[config.mk]
export PLATFORM = sky130hd
export DESIGN_NAME = frt_timer
export DESIGN_NICKNAME = d
export VERILOG_FILES = /design/src/hdl/frt_edge_det.v /design/src/hdl/frt_timer.v
export VERILOG_INCLUDE_DIRS = /design/src /design/src/hdl
export SDC_FILE = /design/constraint.sdc
export NUM_CORES = 1
export LEC_CHECK = 0
export BUFFER_PORTS_ARGS = -buffer_cell sky130_fd_sc_hd__buf_2
export CAP_MARGIN = 20
export CORE_MARGIN = 2
export CORE_UTILIZATION = 38
export DETAILED_ROUTE_END_ITERATION = 12
export PLACE_DENSITY = 0.65
export SYNTH_ARGS = -nofsm -noshare
export SYNTH_HDL_FRONTEND = slang
export SYNTH_SLANG_ARGS = --single-unit
[constraint.sdc]
create_clock -name I_CLK_SYS -period 2.6 [get_ports I_CLK_SYS]
set_input_delay 0.39 -clock I_CLK_SYS [delete_from_list [all_inputs] [get_ports I_CLK_SYS]]
set_output_delay 0.39 -clock I_CLK_SYS [all_outputs]
set_load 0.1 [all_outputs]
[src/hdl/frt_defines.vh]
/*
 * Register offsets, field positions, reset values and timing counts for the
 * free-running timer with input capture.
 * Assumes an APB slave with 32-bit data, one register per aligned word.
 */
`ifndef FRT_DEFINES_VH
`define FRT_DEFINES_VH

`define FRT_OFS_COUNT_MSB      12'h000
`define FRT_OFS_COUNT_LSB      12'h004
`define FRT_OFS_ALT_COUNT_MSB  12'h008
`define FRT_OFS_ALT_COUNT_LSB  12'h00C
`define FRT_OFS_CAP1_MSB       12'h010
`define FRT_OFS_CAP1_LSB       12'h014
`define FRT_OFS_CAP2_MSB       12'h018
`define FRT_OFS_CAP2_LSB       12'h01C
`define FRT_OFS_STATUS         12'h020
`define FRT_OFS_CTRL_ONE       12'h024
`define FRT_OFS_CTRL_TWO       12'h028
`define FRT_OFS_CTRL_THREE     12'h02C

// Status register bits
`define FRT_SR_CAP1            7
`define FRT_SR_CAP2            6
`define FRT_SR_OVF             5
// Control one bits
`define FRT_C1_CAP_IE          7
`define FRT_C1_OVF_IE          5
`define FRT_C1_EDGE_ONE        1
// Control two bits
`define FRT_C2_CLK_SEL1        3
`define FRT_C2_CLK_SEL0        2
`define FRT_C2_EDGE_TWO        1
`define FRT_C2_EXT_EDGE        0
// Control three bits
`define FRT_C3_GLOBAL_IE       7
`define FRT_C3_HALT            0

`define FRT_RESET_CTRL         8'h00
`define FRT_COUNT_RESET        16'hFFFC
`define FRT_EXT_MIN_GAP        4

`endif

[src/hdl/frt_edge_det.v]
/*
 * Edge detector for a pin sampled on the system clock.
 * Assumes the pin is already synchronous to the clock.
 */
`timescale 1ns/10ps
module frt_edge_det (
    input  wire I_CLK_SYS,
    input  wire I_RESET_N,
    input  wire i_pin,
    input  wire i_rising,
    output wire o_edge
);
    reg pin_reg;

    always @(posedge I_CLK_SYS or negedge I_RESET_N) begin
        if (!I_RESET_N) begin
            pin_reg <= 1'b0;
        end else begin
            pin_reg <= i_pin;
        end
    end

    assign o_edge = i_rising ? (i_pin & ~pin_reg) : (~i_pin & pin_reg);
endmodule // frt_edge_det

[src/hdl/frt_timer.v]
/*
 * Free-running 16-bit counter with prescaler, external clock, overflow flag,
 * buffered byte reads and two input-capture channels, behind an APB slave.
 * Assumes pins are synchronous to I_CLK_SYS; compare logic lives elsewhere and
 * feeds its own request into O_IRQ through I_COMPARE_IRQ.
 */
// Chosen here: the placing of the registers and the APB interface to the registers.
`timescale 1ns/10ps
`include "frt_defines.vh"

// Contract
// Counter steps on internal clock divided by 2, 4 or 8 per clock bits.
// Writing either counter low byte loads FFFC into the counter.
// Primary and alternate counter pairs are read-only views of one count.
// High byte read latches low byte until low byte is read.
// After a completed sequence, lone low-byte reads return live count.
// Wrap from FFFF to 0000 sets the overflow flag.
// Overflow raises interrupt only with its enable and global enable set.
// Overflow cleared by status read while set, then counter low access.
// Alternate low-byte accesses never clear the overflow flag.
// Counter keeps running in wait mode.
// Halt stops counter; leaving halt restarts from reset count.
// Both clock bits set selects external clock pin.
// Edge select bit picks rising or falling external clock edges.
// External active edges at least four internal clocks apart.
// Capture pin edge copies count to capture register and sets flag.
// Each capture channel has its own edge select bit.
// Capture raises interrupt only with capture and global enables set.
// Capture flag cleared by status read while set, then capture low access.
// Capture high read blocks captures until capture low read.
// Capture register holds value of most recent capture.
// Overflow, captures and compares share one interrupt output.
// Simultaneous overflow and capture events each set their flags.
module frt_timer (
    input  wire        I_CLK_SYS,
    input  wire        I_RESET_N,
    input  wire        I_PSEL,
    input  wire        I_PENABLE,
    input  wire        I_PWRITE,
    input  wire [11:0] I_PADDR,
    input  wire [31:0] I_PWDATA,
    output wire [31:0] O_PRDATA,
    output wire        O_PREADY,
    output wire        O_PSLVERR,
    input  wire        I_EXT_CLOCK_PIN,
    input  wire        I_CAPTURE_PIN_ONE,
    input  wire        I_CAPTURE_PIN_TWO,
    input  wire        I_WAIT_MODE,
    input  wire        I_COMPARE_IRQ,
    output wire [15:0] O_COUNT,
    output wire        O_IRQ
);
    localparam CW = 16;

    // Counter and its buffered low byte

    reg [CW-1:0] count_reg;
    reg [7:0]    lsb_buf_reg;
    reg          lsb_held_reg;

    // Capture channels
    reg [CW-1:0] cap1_reg;
    reg [CW-1:0] cap2_reg;
    reg [7:0]    cap1_lsb_reg;
    reg [7:0]    cap2_lsb_reg;
    reg          cap1_block_reg;
    reg          cap2_block_reg;

    // Flags and their clear arming
    reg          ovf_flag_reg;
    reg          cap1_flag_reg;
    reg          cap2_flag_reg;
    reg          ovf_armed_reg;
    reg          cap1_armed_reg;
    reg          cap2_armed_reg;
    reg [7:0]    ctrl_one_reg;
    reg [7:0]    ctrl_two_reg;
    reg [7:0]    ctrl_three_reg;

    // Prescaler, halt history and bus data
    reg [2:0]    div_reg;
    reg          halt_d_reg;
    reg [31:0]   prdata_reg;

    // APB decode
    wire access   = I_PSEL & I_PENABLE;
    wire wr       = access & I_PWRITE;
    wire rd       = access & ~I_PWRITE;
    // Byte buffers latch at the setup edge, the same edge that samples read data
    wire rd_setup = I_PSEL & ~I_PENABLE & ~I_PWRITE;
    wire halt     = ctrl_three_reg[`FRT_C3_HALT];
    wire ext_sel  = ctrl_two_reg[`FRT_C2_CLK_SEL1] & ctrl_two_reg[`FRT_C2_CLK_SEL0];
    wire ext_edge;
    wire cap1_edge;
    wire cap2_edge;
    reg  tick;

    function hit;
        input [11:0] ofs;
        begin
            hit = (I_PADDR == ofs);
        end
    endfunction

    // Decoded accesses

    wire acc_lsb     = access & hit(`FRT_OFS_COUNT_LSB);
    wire acc_alt_lsb = access & hit(`FRT_OFS_ALT_COUNT_LSB);
    wire rd_msb      = rd_setup & (hit(`FRT_OFS_COUNT_MSB) | hit(`FRT_OFS_ALT_COUNT_MSB));
    wire rd_lsb      = rd & (hit(`FRT_OFS_COUNT_LSB) | hit(`FRT_OFS_ALT_COUNT_LSB));
    wire acc_c1_lsb  = access & hit(`FRT_OFS_CAP1_LSB);
    wire acc_c2_lsb  = access & hit(`FRT_OFS_CAP2_LSB);
    wire rd_status   = rd & hit(`FRT_OFS_STATUS);
    wire mapped      = hit(`FRT_OFS_COUNT_MSB) | hit(`FRT_OFS_COUNT_LSB) | hit(`FRT_OFS_ALT_COUNT_MSB)
                     | hit(`FRT_OFS_ALT_COUNT_LSB) | hit(`FRT_OFS_CAP1_MSB) | hit(`FRT_OFS_CAP1_LSB)
                     | hit(`FRT_OFS_CAP2_MSB) | hit(`FRT_OFS_CAP2_LSB) | hit(`FRT_OFS_STATUS)
                     | hit(`FRT_OFS_CTRL_ONE) | hit(`FRT_OFS_CTRL_TWO) | hit(`FRT_OFS_CTRL_THREE);

    // Pin edge detectors; each sees the previous pin sample
    frt_edge_det u_ext (
        .I_CLK_SYS (I_CLK_SYS),
        .I_RESET_N (I_RESET_N),
        .i_pin     (I_EXT_CLOCK_PIN),
        .i_rising  (ctrl_two_reg[`FRT_C2_EXT_EDGE]),
        .o_edge    (ext_edge)
    );

    frt_edge_det u_cap1 (
        .I_CLK_SYS (I_CLK_SYS),
        .I_RESET_N (I_RESET_N),
        .i_pin     (I_CAPTURE_PIN_ONE),
        .i_rising  (ctrl_one_reg[`FRT_C1_EDGE_ONE]),
        .o_edge    (cap1_edge)
    );

    frt_edge_det u_cap2 (
        .I_CLK_SYS (I_CLK_SYS),
        .I_RESET_N (I_RESET_N),
        .i_pin     (I_CAPTURE_PIN_TWO),
        .i_rising  (ctrl_two_reg[`FRT_C2_EDGE_TWO]),
        .o_edge    (cap2_edge)
    );

    // Timer tick: one system clock stands for one internal clock period
    // External edges pass straight through; the source keeps them apart
    always @* begin
        case (ctrl_two_reg[`FRT_C2_CLK_SEL1:`FRT_C2_CLK_SEL0])
            2'b00:   tick = (div_reg[0] == 1'b1);
            2'b01:   tick = (div_reg[1:0] == 2'b11);
            2'b10:   tick = (div_reg == 3'b111);
            default: tick = ext_edge;
        endcase
    end

    // Wait mode is deliberately not an input to the counter path
    wire run  = ~halt;
    wire step = run & tick;
    // Overflow is a step taken from the all-ones count
    wire wrap = step & (count_reg == 16'hFFFF);

    always @(posedge I_CLK_SYS or negedge I_RESET_N) begin
        if (!I_RESET_N) begin
            div_reg    <= 3'b000;
            halt_d_reg <= 1'b0;
            count_reg  <= `FRT_COUNT_RESET;
        end else begin
            halt_d_reg <= halt;
            div_reg    <= halt ? 3'b000 : div_reg + 3'd1;
            // Halt holds the restart value so leaving it resumes from there
            if ((wr & (acc_lsb | acc_alt_lsb)) | halt) begin
                count_reg <= `FRT_COUNT_RESET;
            end else if (step) begin
                count_reg <= count_reg + 16'd1;
            end
        end
    end

    // Buffered low byte, shared by primary and alternate views
    // Repeated high-byte reads keep the first latched byte
    always @(posedge I_CLK_SYS or negedge I_RESET_N) begin
        if (!I_RESET_N) begin
            lsb_buf_reg  <= 8'h00;
            lsb_held_reg <= 1'b0;
        end else if (rd_msb & ~lsb_held_reg) begin
            lsb_buf_reg  <= count_reg[7:0];
            lsb_held_reg <= 1'b1;
        end else if (rd_lsb) begin
            lsb_held_reg <= 1'b0;
        end
    end

    // Capture channels; a blocked channel drops its transfer
    // High-byte read latches the low byte so both halves match
    always @(posedge I_CLK_SYS or negedge I_RESET_N) begin
        if (!I_RESET_N) begin
            cap1_reg       <= 16'h0000;
            cap2_reg       <= 16'h0000;
            cap1_lsb_reg   <= 8'h00;
            cap2_lsb_reg   <= 8'h00;
            cap1_block_reg <= 1'b0;
            cap2_block_reg <= 1'b0;
        end else begin
            if (cap1_edge & ~cap1_block_reg) begin
                cap1_reg <= count_reg;
            end
            if (cap2_edge & ~cap2_block_reg) begin
                cap2_reg <= count_reg;
            end

            if (rd_setup & hit(`FRT_OFS_CAP1_MSB)) begin
                cap1_block_reg <= 1'b1;
                cap1_lsb_reg   <= cap1_reg[7:0];
            end else if (rd & acc_c1_lsb) begin
                cap1_block_reg <= 1'b0;
            end
            if (rd_setup & hit(`FRT_OFS_CAP2_MSB)) begin
                cap2_block_reg <= 1'b1;
                cap2_lsb_reg   <= cap2_reg[7:0];
            end else if (rd & acc_c2_lsb) begin
                cap2_block_reg <= 1'b0;
            end
        end
    end

    // Flags: status read arms the clear, low-byte access completes it; a set wins
    always @(posedge I_CLK_SYS or negedge I_RESET_N) begin
        if (!I_RESET_N) begin
            ovf_flag_reg   <= 1'b0;
            cap1_flag_reg  <= 1'b0;
            cap2_flag_reg  <= 1'b0;
            ovf_armed_reg  <= 1'b0;
            cap1_armed_reg <= 1'b0;
            cap2_armed_reg <= 1'b0;
        end else begin
            if (wrap) begin
                ovf_flag_reg <= 1'b1;
            end else if (ovf_armed_reg & acc_lsb) begin
                ovf_flag_reg <= 1'b0;
            end

            // Capture flags; a blocked channel sets nothing
            if (cap1_edge & ~cap1_block_reg) begin
                cap1_flag_reg <= 1'b1;
            end else if (cap1_armed_reg & acc_c1_lsb) begin
                cap1_flag_reg <= 1'b0;
            end
            if (cap2_edge & ~cap2_block_reg) begin
                cap2_flag_reg <= 1'b1;
            end else if (cap2_armed_reg & acc_c2_lsb) begin
                cap2_flag_reg <= 1'b0;
            end

            // Arming drops once its flag is gone
            if (rd_status & ovf_flag_reg) begin
                ovf_armed_reg <= 1'b1;
            end else if (acc_lsb | ~ovf_flag_reg) begin
                ovf_armed_reg <= 1'b0;
            end
            if (rd_status & cap1_flag_reg) begin
                cap1_armed_reg <= 1'b1;
            end else if (acc_c1_lsb | ~cap1_flag_reg) begin
                cap1_armed_reg <= 1'b0;
            end
            if (rd_status & cap2_flag_reg) begin
                cap2_armed_reg <= 1'b1;
            end else if (acc_c2_lsb | ~cap2_flag_reg) begin
                cap2_armed_reg <= 1'b0;
            end
        end
    end

    // Control registers
    // Only the low byte of the write data is used
    always @(posedge I_CLK_SYS or negedge I_RESET_N) begin
        if (!I_RESET_N) begin
            ctrl_one_reg   <= `FRT_RESET_CTRL;
            ctrl_two_reg   <= `FRT_RESET_CTRL;
            ctrl_three_reg <= `FRT_RESET_CTRL;
        end else if (wr) begin
            if (hit(`FRT_OFS_CTRL_ONE)) begin
                ctrl_one_reg <= I_PWDATA[7:0];
            end
            if (hit(`FRT_OFS_CTRL_TWO)) begin
                ctrl_two_reg <= I_PWDATA[7:0];
            end
            if (hit(`FRT_OFS_CTRL_THREE)) begin
                ctrl_three_reg <= I_PWDATA[7:0];
            end
        end
    end

    // Read data is registered at the setup edge, so reads need no wait state
    reg [7:0] rd_byte;
    always @* begin
        rd_byte = 8'h00;
        if (hit(`FRT_OFS_COUNT_MSB) | hit(`FRT_OFS_ALT_COUNT_MSB)) begin
            rd_byte = count_reg[15:8];
        end else if (hit(`FRT_OFS_COUNT_LSB) | hit(`FRT_OFS_ALT_COUNT_LSB)) begin
            rd_byte = lsb_held_reg ? lsb_buf_reg : count_reg[7:0];
        end else if (hit(`FRT_OFS_CAP1_MSB)) begin
            rd_byte = cap1_reg[15:8];
        end else if (hit(`FRT_OFS_CAP1_LSB)) begin
            rd_byte = cap1_block_reg ? cap1_lsb_reg : cap1_reg[7:0];
        end else if (hit(`FRT_OFS_CAP2_MSB)) begin
            rd_byte = cap2_reg[15:8];
        end else if (hit(`FRT_OFS_CAP2_LSB)) begin
            rd_byte = cap2_block_reg ? cap2_lsb_reg : cap2_reg[7:0];
        end else if (hit(`FRT_OFS_STATUS)) begin
            rd_byte[`FRT_SR_CAP1] = cap1_flag_reg;
            rd_byte[`FRT_SR_CAP2] = cap2_flag_reg;
            rd_byte[`FRT_SR_OVF]  = ovf_flag_reg;
        end else if (hit(`FRT_OFS_CTRL_ONE)) begin
            rd_byte = ctrl_one_reg;
        end else if (hit(`FRT_OFS_CTRL_TWO)) begin
            rd_byte = ctrl_two_reg;
        end else if (hit(`FRT_OFS_CTRL_THREE)) begin
            rd_byte = ctrl_three_reg;
        end
    end


    // One wait-free access phase: ready follows every setup cycle
    reg ready_reg;
    always @(posedge I_CLK_SYS or negedge I_RESET_N) begin
        if (!I_RESET_N) begin
            prdata_reg <= 32'h0000_0000;
            ready_reg  <= 1'b0;
        end else begin
            ready_reg <= I_PSEL & ~I_PENABLE;
            if (I_PSEL & ~I_PENABLE) begin
                prdata_reg <= {24'h00_0000, rd_byte};
            end
        end
    end

    assign O_PRDATA  = prdata_reg;
    assign O_PREADY  = ready_reg;
    assign O_PSLVERR = access & ready_reg & ~mapped;
    assign O_COUNT   = count_reg;


    // Pending requests stay in the flags until enables allow them out
    // Compare requests arrive already flagged by the compare logic
    assign O_IRQ = ctrl_three_reg[`FRT_C3_GLOBAL_IE] &
                   ((ovf_flag_reg & ctrl_one_reg[`FRT_C1_OVF_IE]) |
                    ((cap1_flag_reg | cap2_flag_reg) & ctrl_one_reg[`FRT_C1_CAP_IE]) |
                    I_COMPARE_IRQ);
endmodule // frt_timer

* Word-level counts from Yosys, hierarchy flattened *
Cells that the tools add are included.

storage, ports and cells
  register bits after elaboration = 120
  input bits = 54
  output and inout bits = 51
  logic and storage cells = 172

cells by class
  add/subtract/negate cells = 2
  equality and inequality tests = 16
  mux-type cells = 39
  bitwise gates (word level) = 76
  reductions and logical operators = 15

operators with widths
  kind                     count
  $mux W8                  12
  $eq A12 B5 Y1 const B    4
  $eq A12 B6 Y1 const B    4
  $and A1 B1 Y1            39
  $mux W16                 2
  $eq A12 B4 Y1 const B    2
  $mux W1                  21
  $or A1 B1 Y1             21
  $reduce_bool A2 Y1       10
  $add A16 B1 Y16 const B  1
  $eq A16 B16 Y1 const B   1
  $not A1 Y1               16
  $eq A12 B3 Y1 const B    1
  $logic_not A12 Y1        1
  $mux W3                  2
  $reduce_and A2 Y1        3
  $mux W5                  1
  $eq A2 B2 Y1 const B     2
  $add A3 B1 Y3 const B    1
  $eq A3 B3 Y1 const B     1
  $pmux W1 S3              1
  $eq A2 B1 Y1 const B     1
  $logic_not A2 Y1         1

* Longest topological paths before layout *
Gate-level depths: netlist of run 1.

  word-level depth = 14
  gate-level depth with buffers = 8
  mapped depth without buffers = 7

* Hierarchy *
From an unflattened synthesis of run 1, not the netlist that was laid out.

unflattened totals
  cells, all modules = 534
  area, all modules = 6208.5 µm²

modules (own cells, without submodules)
  module        instances  cells each  area each (µm²)  sequential area each (µm²)
  frt_timer     1          522         6065.8           2945.3
  frt_edge_det  3          4           47.5             25.0

* Least setup slack after synthesis of run 1 *
No wires, ideal clock.

  kind = reg2out
  start point = reg ovf_flag_reg
  end point = out O_IRQ
  data arrival time = 2.609 ns
  required time = 2.210 ns
  path slack = -0.399 ns
  stages on the path, launching flop included = 3
  buffers on the path = 0
  path through = dfrtp_1 a21oi_1 a21boi_0

on the way
  word-level cells in the longest chain between the ends = 4

ends and longest elaborated chain
  what                        RTL line         text
  start: declaration          frt_timer.v:70   reg ovf_flag_reg;
  start signal: assignment    frt_timer.v:228  ovf_flag_reg <= 1'b0;
  start signal: assignment    frt_timer.v:236  ovf_flag_reg <= 1'b1;
  start signal: assignment    frt_timer.v:238  ovf_flag_reg <= 1'b0;
  $and A1 B1 Y1               frt_timer.v:345  ((ovf_flag_reg & ctrl_one_reg[`FRT_C1_OVF_IE]) |
  $or A1 B1 Y1 (2 in series)  frt_timer.v:345
  $and A1 B1 Y1               frt_timer.v:344  assign O_IRQ = ctrl_three_reg[`FRT_C3_GLOBAL_IE] &
  end: declaration            frt_timer.v:51   output wire O_IRQ

No other way between the ends.

* Final worst setup path of run 1 *
  start point = reg div_reg[0]
  end point = reg count_reg[11], in the netlist O_COUNT[11]

on the way
  word-level cells in the longest chain between the ends = 4
  elaborated cells on any way between the ends = 5
  classes of those cells = eq/ne (2); mux (1); bitwise (1); reduce/logical (1)

ends and longest elaborated chain
  what                                                 RTL line                          text
  start: declaration                                   frt_timer.v:81                    reg [2:0] div_reg;
  start signal: assignment                             frt_timer.v:168                   div_reg <= halt ? 3'b000 : div_reg + 3'd1;
  $eq A3 B3 Y1 / $eq A2 B2 Y1 (equally long branches)  frt_timer.v:150, frt_timer.v:149
  $pmux W1 S3 (*)                                      frt_timer.v:147                   case (ctrl_two_reg[`FRT_C2_CLK_SEL1:`FRT_C2_CLK_SEL0])
  $and A1 B1 Y1 (*)                                    frt_timer.v:157                   wire step = run & tick;
  $reduce_bool A2 Y1 (no line) (*)                     n/a
  end signal: assignment                               frt_timer.v:165                   count_reg <= `FRT_COUNT_RESET;
  end signal: assignment                               frt_timer.v:171                   count_reg <= `FRT_COUNT_RESET;
  end signal: assignment                               frt_timer.v:173                   count_reg <= count_reg + 16'd1;
  end: declaration                                     frt_timer.v:57                    reg [CW-1:0] count_reg;

Mark *: on every way between the ends. The rest lies on a longest branch, timed or not.
A chain may end at the register's enable or synchronous reset.

==> results of run 1 <==
[power by group through the flow]
stage | clock network, mW | registers, mW | logic [mW]
after floorplan | 0 | 2.71 | 0.720
after global placement | 0 | 2.37 | 1.37
after detailed placement | 0 | 2.38 | 1.39
after CTS | 2.61 | 2.35 | 1.40
after global routing | 2.71 | 2.38 | 1.48
final | 2.57 | 2.35 | 1.39
[cell type report]
cell class                      count  area share, %
Multi-Input combinational cell    382           40.0
Inverter                            5          0.253
Timing Repair Buffer               81           6.58
Clock buffer                       25           6.95
Sequential cell                   120           40.7
Clock inverter                      7           1.86
Tap cell                          216           3.65
[kinds of logic after synthesis]
logic type	count (synthesis)	synth area share, %
AO/OA/AOI/OAI	93	10.5
XOR/XNOR	6	0.845
adder cells (fa/ha/maj)	3	0.604
buffers and inverters	54	5.23
flip-flops	120	48.6
multiplexers	116	20.8
other	1	0.0603
AND/OR/NAND/NOR	140	13.3
[worst max path at each step]
| stage | depth (start not counted) | from | endpoint |
|---|---|---|---|
| 2_1_floorplan | 2 | O_PREADY | O_PSLVERR |
| 3_3_place_gp | 5 | I_PADDR[7] | ctrl_three_reg[7] |
| 3_5_place_dp | 7 | I_PADDR[7] | O_PRDATA[5] |
| 4_1_cts | 7 | div_reg[0] | O_COUNT[11] |
| 5_1_grt | 7 | div_reg[0] | O_COUNT[9] |
| 6_report | 7 | div_reg[0] | O_COUNT[11] |
[routing by layer]
metal | track usage [%] | routed length, um | vias up
li1 | - | - | 2073
met1 | 26.0 | 7180 | 2304
met2 | 30.0 | 7530 | 192
met3 | 5.15 | 1180 | 33
met4 | 8.76 | 453 | 0
met5 | 0 | 0 | -
[timing repair]
item                                   4_1_cts  5_1_grt
endpoints found under the hold margin       41        0
hold buffers                                 1        0
buffers inserted                             0        0
[cells in the final DEF (no fill, tap or decap), drive strengths merged, types with 14 or more instances in the layout]
cell,netlist,layout
buf,31,80
clkbuf,18,25
conb,1,24
dfrtp,106,106
dfstp,14,14
mux2,95,95
mux2i,20,20
nand2,31,31
nand3,15,15
nor2,29,29
o21ai,23,23
[metrics by stage]
stage | instance area (um2) | hold WS [ns]
floorplan | 6310 | 0.0944
global placement | 6750 | 0.427
detailed placement | 6750 | 0.434
CTS | 7410 | 0.0815
global route | 7410 | 0.0883
finish | 7410 | 0.101
[critical path: stages, from the launching register on]
cell and delay [ns]:
dfrtp_1 0.39, ha_1 0.23, ha_1 0.18, mux2i_1 0.19, nor2_1 0.11, o2111ai_1 0.71
o21ai_0 0.21, nand3_1 0.12
==> results.sh, run 1 <==
export IMPL_pre_cts_ws_ns=0.104
export IMPL_diodes=0
export IMPL_rrSetupSlack_ns=0.39
export IMPL_post_dp_hpwl_mm=11.6
export IMPL_grt_pass1_wl_mm=26.0
export IMPL_drc=0
export IMPL_cts_buffer_depth=2
export IMPL_place_inst=803
export IMPL_routed_via_density=5.50
export IMPL_final_core_util_pct=46.5
export IMPL_yosysWarnings=0
export IMPL_p_sw_mw=2.07
export IMPL_ys_ff_latch=120
export IMPL_gp_congestion=0.925
export IMPL_timing_rr_end="O_COUNT[11]"
export IMPL_async_reset_ff_share_pct=100
export IMPL_nets=664
export IMPL_io_buffers=55
export IMPL_dieArea_um2=17400
export IMPL_worst_skew_pair_late_latency_ns=0.42
export IMPL_combPwrFrac_pct=22.1
export IMPL_critPathKind="reg2reg"
export IMPL_power_frac_seq_pct=37.3
export IMPL_clock_skew_ns=0.00816
export IMPL_drt_total_wl_mm=16.3
export IMPL_fp_dieW_um=132
export IMPL_end_kind="register"
export IMPL_final_cells=836
export IMPL_post_route_period_util_pct=85.2
export IMPL_rsz0062_at_grt="no"
export IMPL_fill_cells=1430
export IMPL_finalHoldViolCount=0
export IMPL_max_slew_margin_rel_pct=42.4
export IMPL_rows=46
export IMPL_clkTransAtPathRegs_ns=0.05
export IMPL_synth_edf_count=0
export IMPL_synth_top_cell_by_area="dfrtp_1"
export IMPL_min_delay_path_depth=1
export IMPL_synth_top_cell_area_share_pct=42.7
export IMPL_cts_resized=0
export IMPL_cts_buffers=17
export IMPL_cts_sinks=120
export IMPL_start_util_pct=39.0
export IMPL_drive_above_1_share_pct=38.7
export IMPL_cts_tree="yes"
export IMPL_syn_area_per_cell_um2=11.7
export IMPL_hold_class="in2reg"
export IMPL_clkPwrFrac_pct=40.7
export IMPL_pin_count=105
export IMPL_fmax_mhz=451
export IMPL_num_vias=4602
export IMPL_synth_flop_cell="dfrtp_1"
export IMPL_hp_start="I_EXT_CLOCK_PIN"
export IMPL_synth_area_um2=6220
export IMPL_reg2reg_depth=7
export IMPL_ant_nets=0
export IMPL_dr_pass1_iters=5
export IMPL_cts_root_buffer="clkbuf_16"
export IMPL_reg2reg_from="div_reg[0]"
export IMPL_multiInputGateArea_um2=2960
export IMPL_p_leak_nw=3.40
export IMPL_peakVddDrop_v=0.000493
export IMPL_slew_violations=0
export IMPL_arrival_ns=2.57
export IMPL_worst_slew_pin_slew_ns=0.863
export IMPL_wl_per_cell_um=19.5
export IMPL_ys_seq_area_share_pct=48.6
export IMPL_drt_iter0_markers=295
export IMPL_critPathLaunchType="register"
export IMPL_antenna_found_initial=0
export IMPL_synth_most_common_cell="dfrtp_1"
export IMPL_crit_fanout=10
export IMPL_setup_ws_ns=0.385
export IMPL_worst_ep_required_time_ns=2.96
export IMPL_outcome="complete, no violations"
export IMPL_cap_violations=0
export IMPL_htree_levels=4
export IMPL_regArea_um2=3020
export IMPL_synthToLayoutAreaGrowth_pct=19.3
export IMPL_grt_pass1_vias=4688
export IMPL_synth_cell_types=65
export IMPL_hold_end="u_ext.pin_reg"
export IMPL_globalRouteOverflowTotal=0
export IMPL_swShare_pct=32.7
export IMPL_synth_common_cells="dfrtp_1 (106), mux2_2 (95), nand2_1 (30)"
export IMPL_core_um2=15900
export IMPL_die_h_um=132
export IMPL_yosys_top_cells_area="dfrtp_1 (43%), mux2_2 (17%), dfstp_2 (5.9%), mux2i_1 (3.2%), buf_4 (2.9%)"
export IMPL_setup_viol=0
export IMPL_total_power_mw=6.31
export IMPL_internal_power_mw=4.25
export IMPL_grt_usage_pct=19.5
export IMPL_synth_cells=533
export IMPL_period_needed_ns=2.21
export IMPL_power_density_nw_per_um2=852
export IMPL_finalSetupTns_ns=0
export IMPL_grt_max_degree=61
Power figures use the tool's default switching activity.
==> run 2, diff against run 1 <==
- CELL_PAD_IN_SITES_DETAIL_PLACEMENT: unset -> 0
- CELL_PAD_IN_SITES_GLOBAL_PLACEMENT: unset -> 2
- CORE_UTILIZATION: 38 -> 37
- PLACE_DENSITY: 0.65 -> 0.87
- clock period: 2.6 -> 2.05 ns (I/O delays scaled with it)
==> run 2 against run 1 <==
Against the previous run:
- the run now ends with negative hold slack left
- fmax is 12% higher
- worst hold slack worse by 0.18 ns
- utilization is 0.26 points lower
- die area is 2.6% higher
- global-route usage is 0.35 points lower
- total power is 25% higher
- clock skew is 0.0022 ns lower
==> results.sh, run 2 (synthesis gave the netlist of run 1 again) <==
export IMPL_cts_sinks=120
export IMPL_cts_tree="yes"
export IMPL_clkTransAtPathRegs_ns=0.05
export IMPL_post_dp_hpwl_mm=11.8
export IMPL_wl_per_cell_um=18.9
export IMPL_critPathKind="reg2reg"
export IMPL_top_layer="met4"
export IMPL_fmax_mhz=508
export IMPL_grt_max_degree=121
export IMPL_post_route_period_util_pct=96.0
export IMPL_rows=47
export IMPL_pin_count=105
export IMPL_hold_class="in2async"
export IMPL_io_buffers=55
export IMPL_reg2reg_from="ctrl_three_reg[7]"
export IMPL_setup_ws_ns=0.0811
export IMPL_timing_rr_end="O_PRDATA[7]"
export IMPL_mostFrequentLayoutCell="dfrtp_1"
export IMPL_antenna_found_initial=0
export IMPL_crit_family="compound AO/OA/AOI/OAI gates"
export IMPL_fp_dieW_um=134
export IMPL_power_density_nw_per_um2=1040
export IMPL_peakVddDrop_v=0.000622
export IMPL_setup_viol=0
export IMPL_met2_length_mm=7.82
export IMPL_cts_root_buffer="clkbuf_16"
export IMPL_rrSetupSlack_ns=0.08
export IMPL_final_cell_mix="dfrtp_1 (103), mux2_2 (95), buf_2 (53), buf_4 (51), nand2_1 (30)"
export IMPL_dieArea_um2=17900
export IMPL_start_util_pct=37.6
export IMPL_startpoint="ctrl_three_reg[7]"
export IMPL_worst_ep_required_time_ns=2.34
export IMPL_slew_violations=0
export IMPL_drive_above_1_share_pct=42.0
export IMPL_reg2reg_depth=6
export IMPL_dr_pass1_iters=5
export IMPL_htree_levels=4
export IMPL_period_needed_ns=1.97
export IMPL_outcome="finished with violations"
export IMPL_cts_buffers=17
export IMPL_finalHoldViolCount=24
export IMPL_crit_fanout=3
export IMPL_finalSetupTns_ns=0
export IMPL_worst_skew_pair_late_latency_ns=0.42
export IMPL_nets=691
export IMPL_diodes=0
export IMPL_cts_buffer_depth=2
export IMPL_stdcell_area_um2=7640
export IMPL_globalRouteOverflowTotal=0
export IMPL_max_stage_delay_ns=0.61
export IMPL_gp_congestion=0.946
export IMPL_violations="negative hold slack"
export IMPL_grt_pass1_wl_mm=25.9
export IMPL_end_kind="register"
export IMPL_critical_path_slowest_cell="a2111oi_1"
export IMPL_routed_via_density=5.38
export IMPL_grt_pass1_vias=4738
export IMPL_place_area_um2=7010
export IMPL_total_power_mw=7.91
export IMPL_critPathLaunchType="register"
export IMPL_max_slew_margin_rel_pct=53.9
export IMPL_num_vias=4664
export IMPL_p_leak_nw=3.52
export IMPL_drc=0
export IMPL_crit_chain="mux2_2 -> a22oi_1 -> nor2_1 -> a2111oi_1 -> buf_4 -> o21ai_0"
export IMPL_met3WireLength_um=845
export IMPL_cap_violations=0
export IMPL_pre_cts_ws_ns=-0.251
export IMPL_final_core_util_pct=46.2
export IMPL_arrival_ns=2.26
export IMPL_drt_total_wl_mm=16.4
export IMPL_die_h_um=134
export IMPL_clock_skew_ns=0.00593
export IMPL_core_um2=16500
export IMPL_postCtsHoldBufs=0
export IMPL_grt_usage_pct=19.2
export IMPL_fin_hold_ws_ns=-0.0792
export IMPL_wirelength_met1_mm=7.42
export IMPL_worst_slew_pin_slew_ns=0.691
export IMPL_drt_iter0_markers=325
export IMPL_cp_num_buf_inv=1
export IMPL_synthToLayoutAreaGrowth_pct=22.9
export IMPL_ant_nets=0
==> run 2: metal layers <==
metal	up-vias	track usage, %
met5	-	0
met2	148	30.8
met1	2362	25.6
li1	2131	-
met4	0	6.50
met3	23	4.53
==> run 2: repair_timing <==
action	CTS	global route
buffers inserted	0	0
hold endpoints to repair	0	0
gates resized for setup	0	5
endpoints found under the setup margin	0	4
==> run 2: worst max-delay path by stage <==
stage | endpoint | depth (start not counted)
2_1_floorplan | O_IRQ | 2
3_3_place_gp | O_PRDATA[7] | 8
3_5_place_dp | O_PRDATA[7] | 8
4_1_cts | O_PRDATA[7] | 6
5_1_grt | O_PSLVERR | 7
6_report | O_PRDATA[7] | 6
==> run 2: stage by stage <==
step / hold slack [ns] / cells
after floorplan: 0.0119 / 556
after global placement: 0.435 / 835
after detailed placement: 0.445 / 835
after CTS: 0.00747 / 867
after global routing: 0.0128 / 867
final: -0.0792 / 867
==> run 2: area by class of cell <==
class / instances / area, um2
fillers: 1545 / 8880
flip-flops and latches: 120 / 3030
multi-input cells: 382 / 2990
repair buffers: 108 / 716
clock buffers: 25 / 495
well taps: 220 / 275
clock inverters: 7 / 116
inverters: 5 / 18.8
==> run 2: power by group <==
group	internal (mW)	leakage, nW	switching [mW]	total [mW]
logic	0.554	1.67	1.33	1.89
clock network	2.04	0.297	1.03	3.07
registers	2.67	1.55	0.284	2.95
==> run 3, diff against run 2 <==
- GPL_TIMING_DRIVEN: unset -> 0
==> run 3 against run 2 <==
Against the previous run:
- sequential cell count did not move
- the flow now finishes without violations
- critical path depth rose by 2
- total power fell by 0.28%
==> results.sh, run 3 (synthesis gave the netlist of run 1 again) <==
export IMPL_outcome="complete, no violations"
export IMPL_peakVddDrop_v=0.000610
export IMPL_critPathKind="in2reg"
export IMPL_drt_iter0_markers=268
export IMPL_diodes=0
export IMPL_cp_num_buf_inv=3
export IMPL_cts_root_buffer="clkbuf_16"
export IMPL_synthToLayoutAreaGrowth_pct=23.0
export IMPL_globalRouteOverflowTotal=0
export IMPL_grt_max_degree=104
export IMPL_total_power_mw=7.89
export IMPL_die_h_um=134
export IMPL_cts_buffers=17
export IMPL_mostFrequentLayoutCell="dfrtp_1"
export IMPL_grt_usage_pct=19.6
export IMPL_finalHoldViolCount=0
export IMPL_routed_via_density=5.41
export IMPL_worst_ep_required_time_ns=2.32
export IMPL_arrival_ns=2.25
export IMPL_crit_fanout=10
export IMPL_start_util_pct=37.6
export IMPL_p_leak_nw=3.47
export IMPL_clkTransAtPathRegs_ns=0.06
export IMPL_drc=0
export IMPL_final_core_util_pct=46.3
export IMPL_cap_violations=0
export IMPL_end_kind="register"
export IMPL_fill_cells=1544
export IMPL_critPathLaunchType="input port"
export IMPL_wl_per_cell_um=19.3
export IMPL_setup_viol=0
export IMPL_post_route_period_util_pct=96.7
export IMPL_htree_levels=4
export IMPL_rsz0062_at_grt="yes"
export IMPL_fmax_mhz=505
export IMPL_io_buffers=53
export IMPL_grt_pass1_vias=4658
export IMPL_post_dp_hpwl_mm=12.0
export IMPL_hold_class="in2reg"
export IMPL_pin_count=105
export IMPL_dieArea_um2=17900
export IMPL_num_vias=4667
export IMPL_nets=686
export IMPL_worst_slew_pin_slew_ns=0.741
export IMPL_period_needed_ns=1.98
export IMPL_max_stage_delay_ns=0.55
export IMPL_crit_path_frequent_cell="buf_2"
export IMPL_critical_path_slowest_cell="a2111oi_1"
export IMPL_cts_tree="yes"
export IMPL_rows=47
export IMPL_ant_nets=0
export IMPL_max_slew_margin_rel_pct=50.2
export IMPL_dr_pass1_iters=4
export IMPL_slew_violations=0
export IMPL_worst_skew_pair_late_latency_ns=0.42
export IMPL_antenna_found_initial=0
export IMPL_crit_family="compound AO/OA/AOI/OAI gates"
export IMPL_grt_pass1_wl_mm=26.6
export IMPL_final_cell_mix="dfrtp_1 (101), mux2_2 (95), buf_2 (53), nand2_1 (28), buf_4 (27)"
export IMPL_power_density_nw_per_um2=1030
export IMPL_core_um2=16500
export IMPL_crit_chain="buf_2 -> buf_6 -> buf_2 -> mux2_2 -> a22oi_1 -> nor2_1 -> a2111oi_1 -> o21ai_0"
export IMPL_drt_total_wl_mm=16.7
export IMPL_drive_above_1_share_pct=41.6
export IMPL_clock_skew_ns=0.00698
export IMPL_gp_congestion=0.922
export IMPL_fp_dieW_um=134
export IMPL_cts_sinks=120
export IMPL_cts_buffer_depth=2
## run 3: layout make-up
type                       count  area (um2)  area share [%]
sequential                   120        3030            39.7
clock buffer                  20         457            5.97
clock inverter                12         150            1.96
timing repair buffer          57         324            4.24
multi-input combinational    382        3060            40.1
buffer                        46         322            4.21
tap                          220         275            3.60
inverter                       5        18.8           0.246
## run 3: report_power, final
group,internal [mW],switching [mW]
logic,0.556,1.33
registers,2.67,0.302
clock network,1.97,1.06
## run 3: repair_timing
item	4_1_cts	5_1_grt
resized for setup	12	11
pin swaps	2	0
cloned	0	0
endpoints found under the hold margin	17	0
setup buffers	2	0
endpoints found under the setup margin	79	35
hold buffers	1	0
## run 3: final timing paths
path / startpoint / slack, ns / end / cells past startpoint
worst max-delay path: I_PADDR[2] / 0.07 / O_PRDATA[7] / 8
worst min-delay path: I_EXT_CLOCK_PIN / 0.02 / u_ext.pin_reg / 1
worst max register to register: O_COUNT[7] / 0.12 / O_COUNT[15] / 6
worst min register to register: div_reg[0] / 0.46 / div_reg[0] / 1
max in group asynchronous: I_RESET_N / 0.94 / cap1_block_reg / 3
min in group asynchronous: I_RESET_N / 0.29 / ctrl_three_reg[4] / 2
## run 3: worst register-to-register path: stages, from the launching register on
cell	delay, ns
dfstp_4	0.61
clkbuf_8	0.17
and4_1	0.27
and4_1	0.27
nand3_1	0.11
or3_1	0.35
nand3_1	0.08
## run 3: through the flow
stage | setup slack (ns) | area, um2 | setup TNS, ns | hold WS, ns | std cells
2_1_floorplan | -0.129 | 6350 | -0.129 | 0.0119 | 556
3_3_place_gp | -0.995 | 6890 | -117.49 | 0.437 | 829
6_report | 0.0685 | 7640 | 0 | 0.0161 | 862
3_5_place_dp | -0.767 | 6920 | -37.70 | 0.157 | 830
4_1_cts | 0.0154 | 7590 | 0 | 0.000251 | 863
5_1_grt | -0.0497 | 7640 | -0.293 | 0.0120 | 862
## run 3: per-layer routing
layer	GRT usage [%]	share of wire, %
met1	26.9	45
met2	29.8	47
met3	5.48	6.6
met4	6.91	2.2
met5	0	0
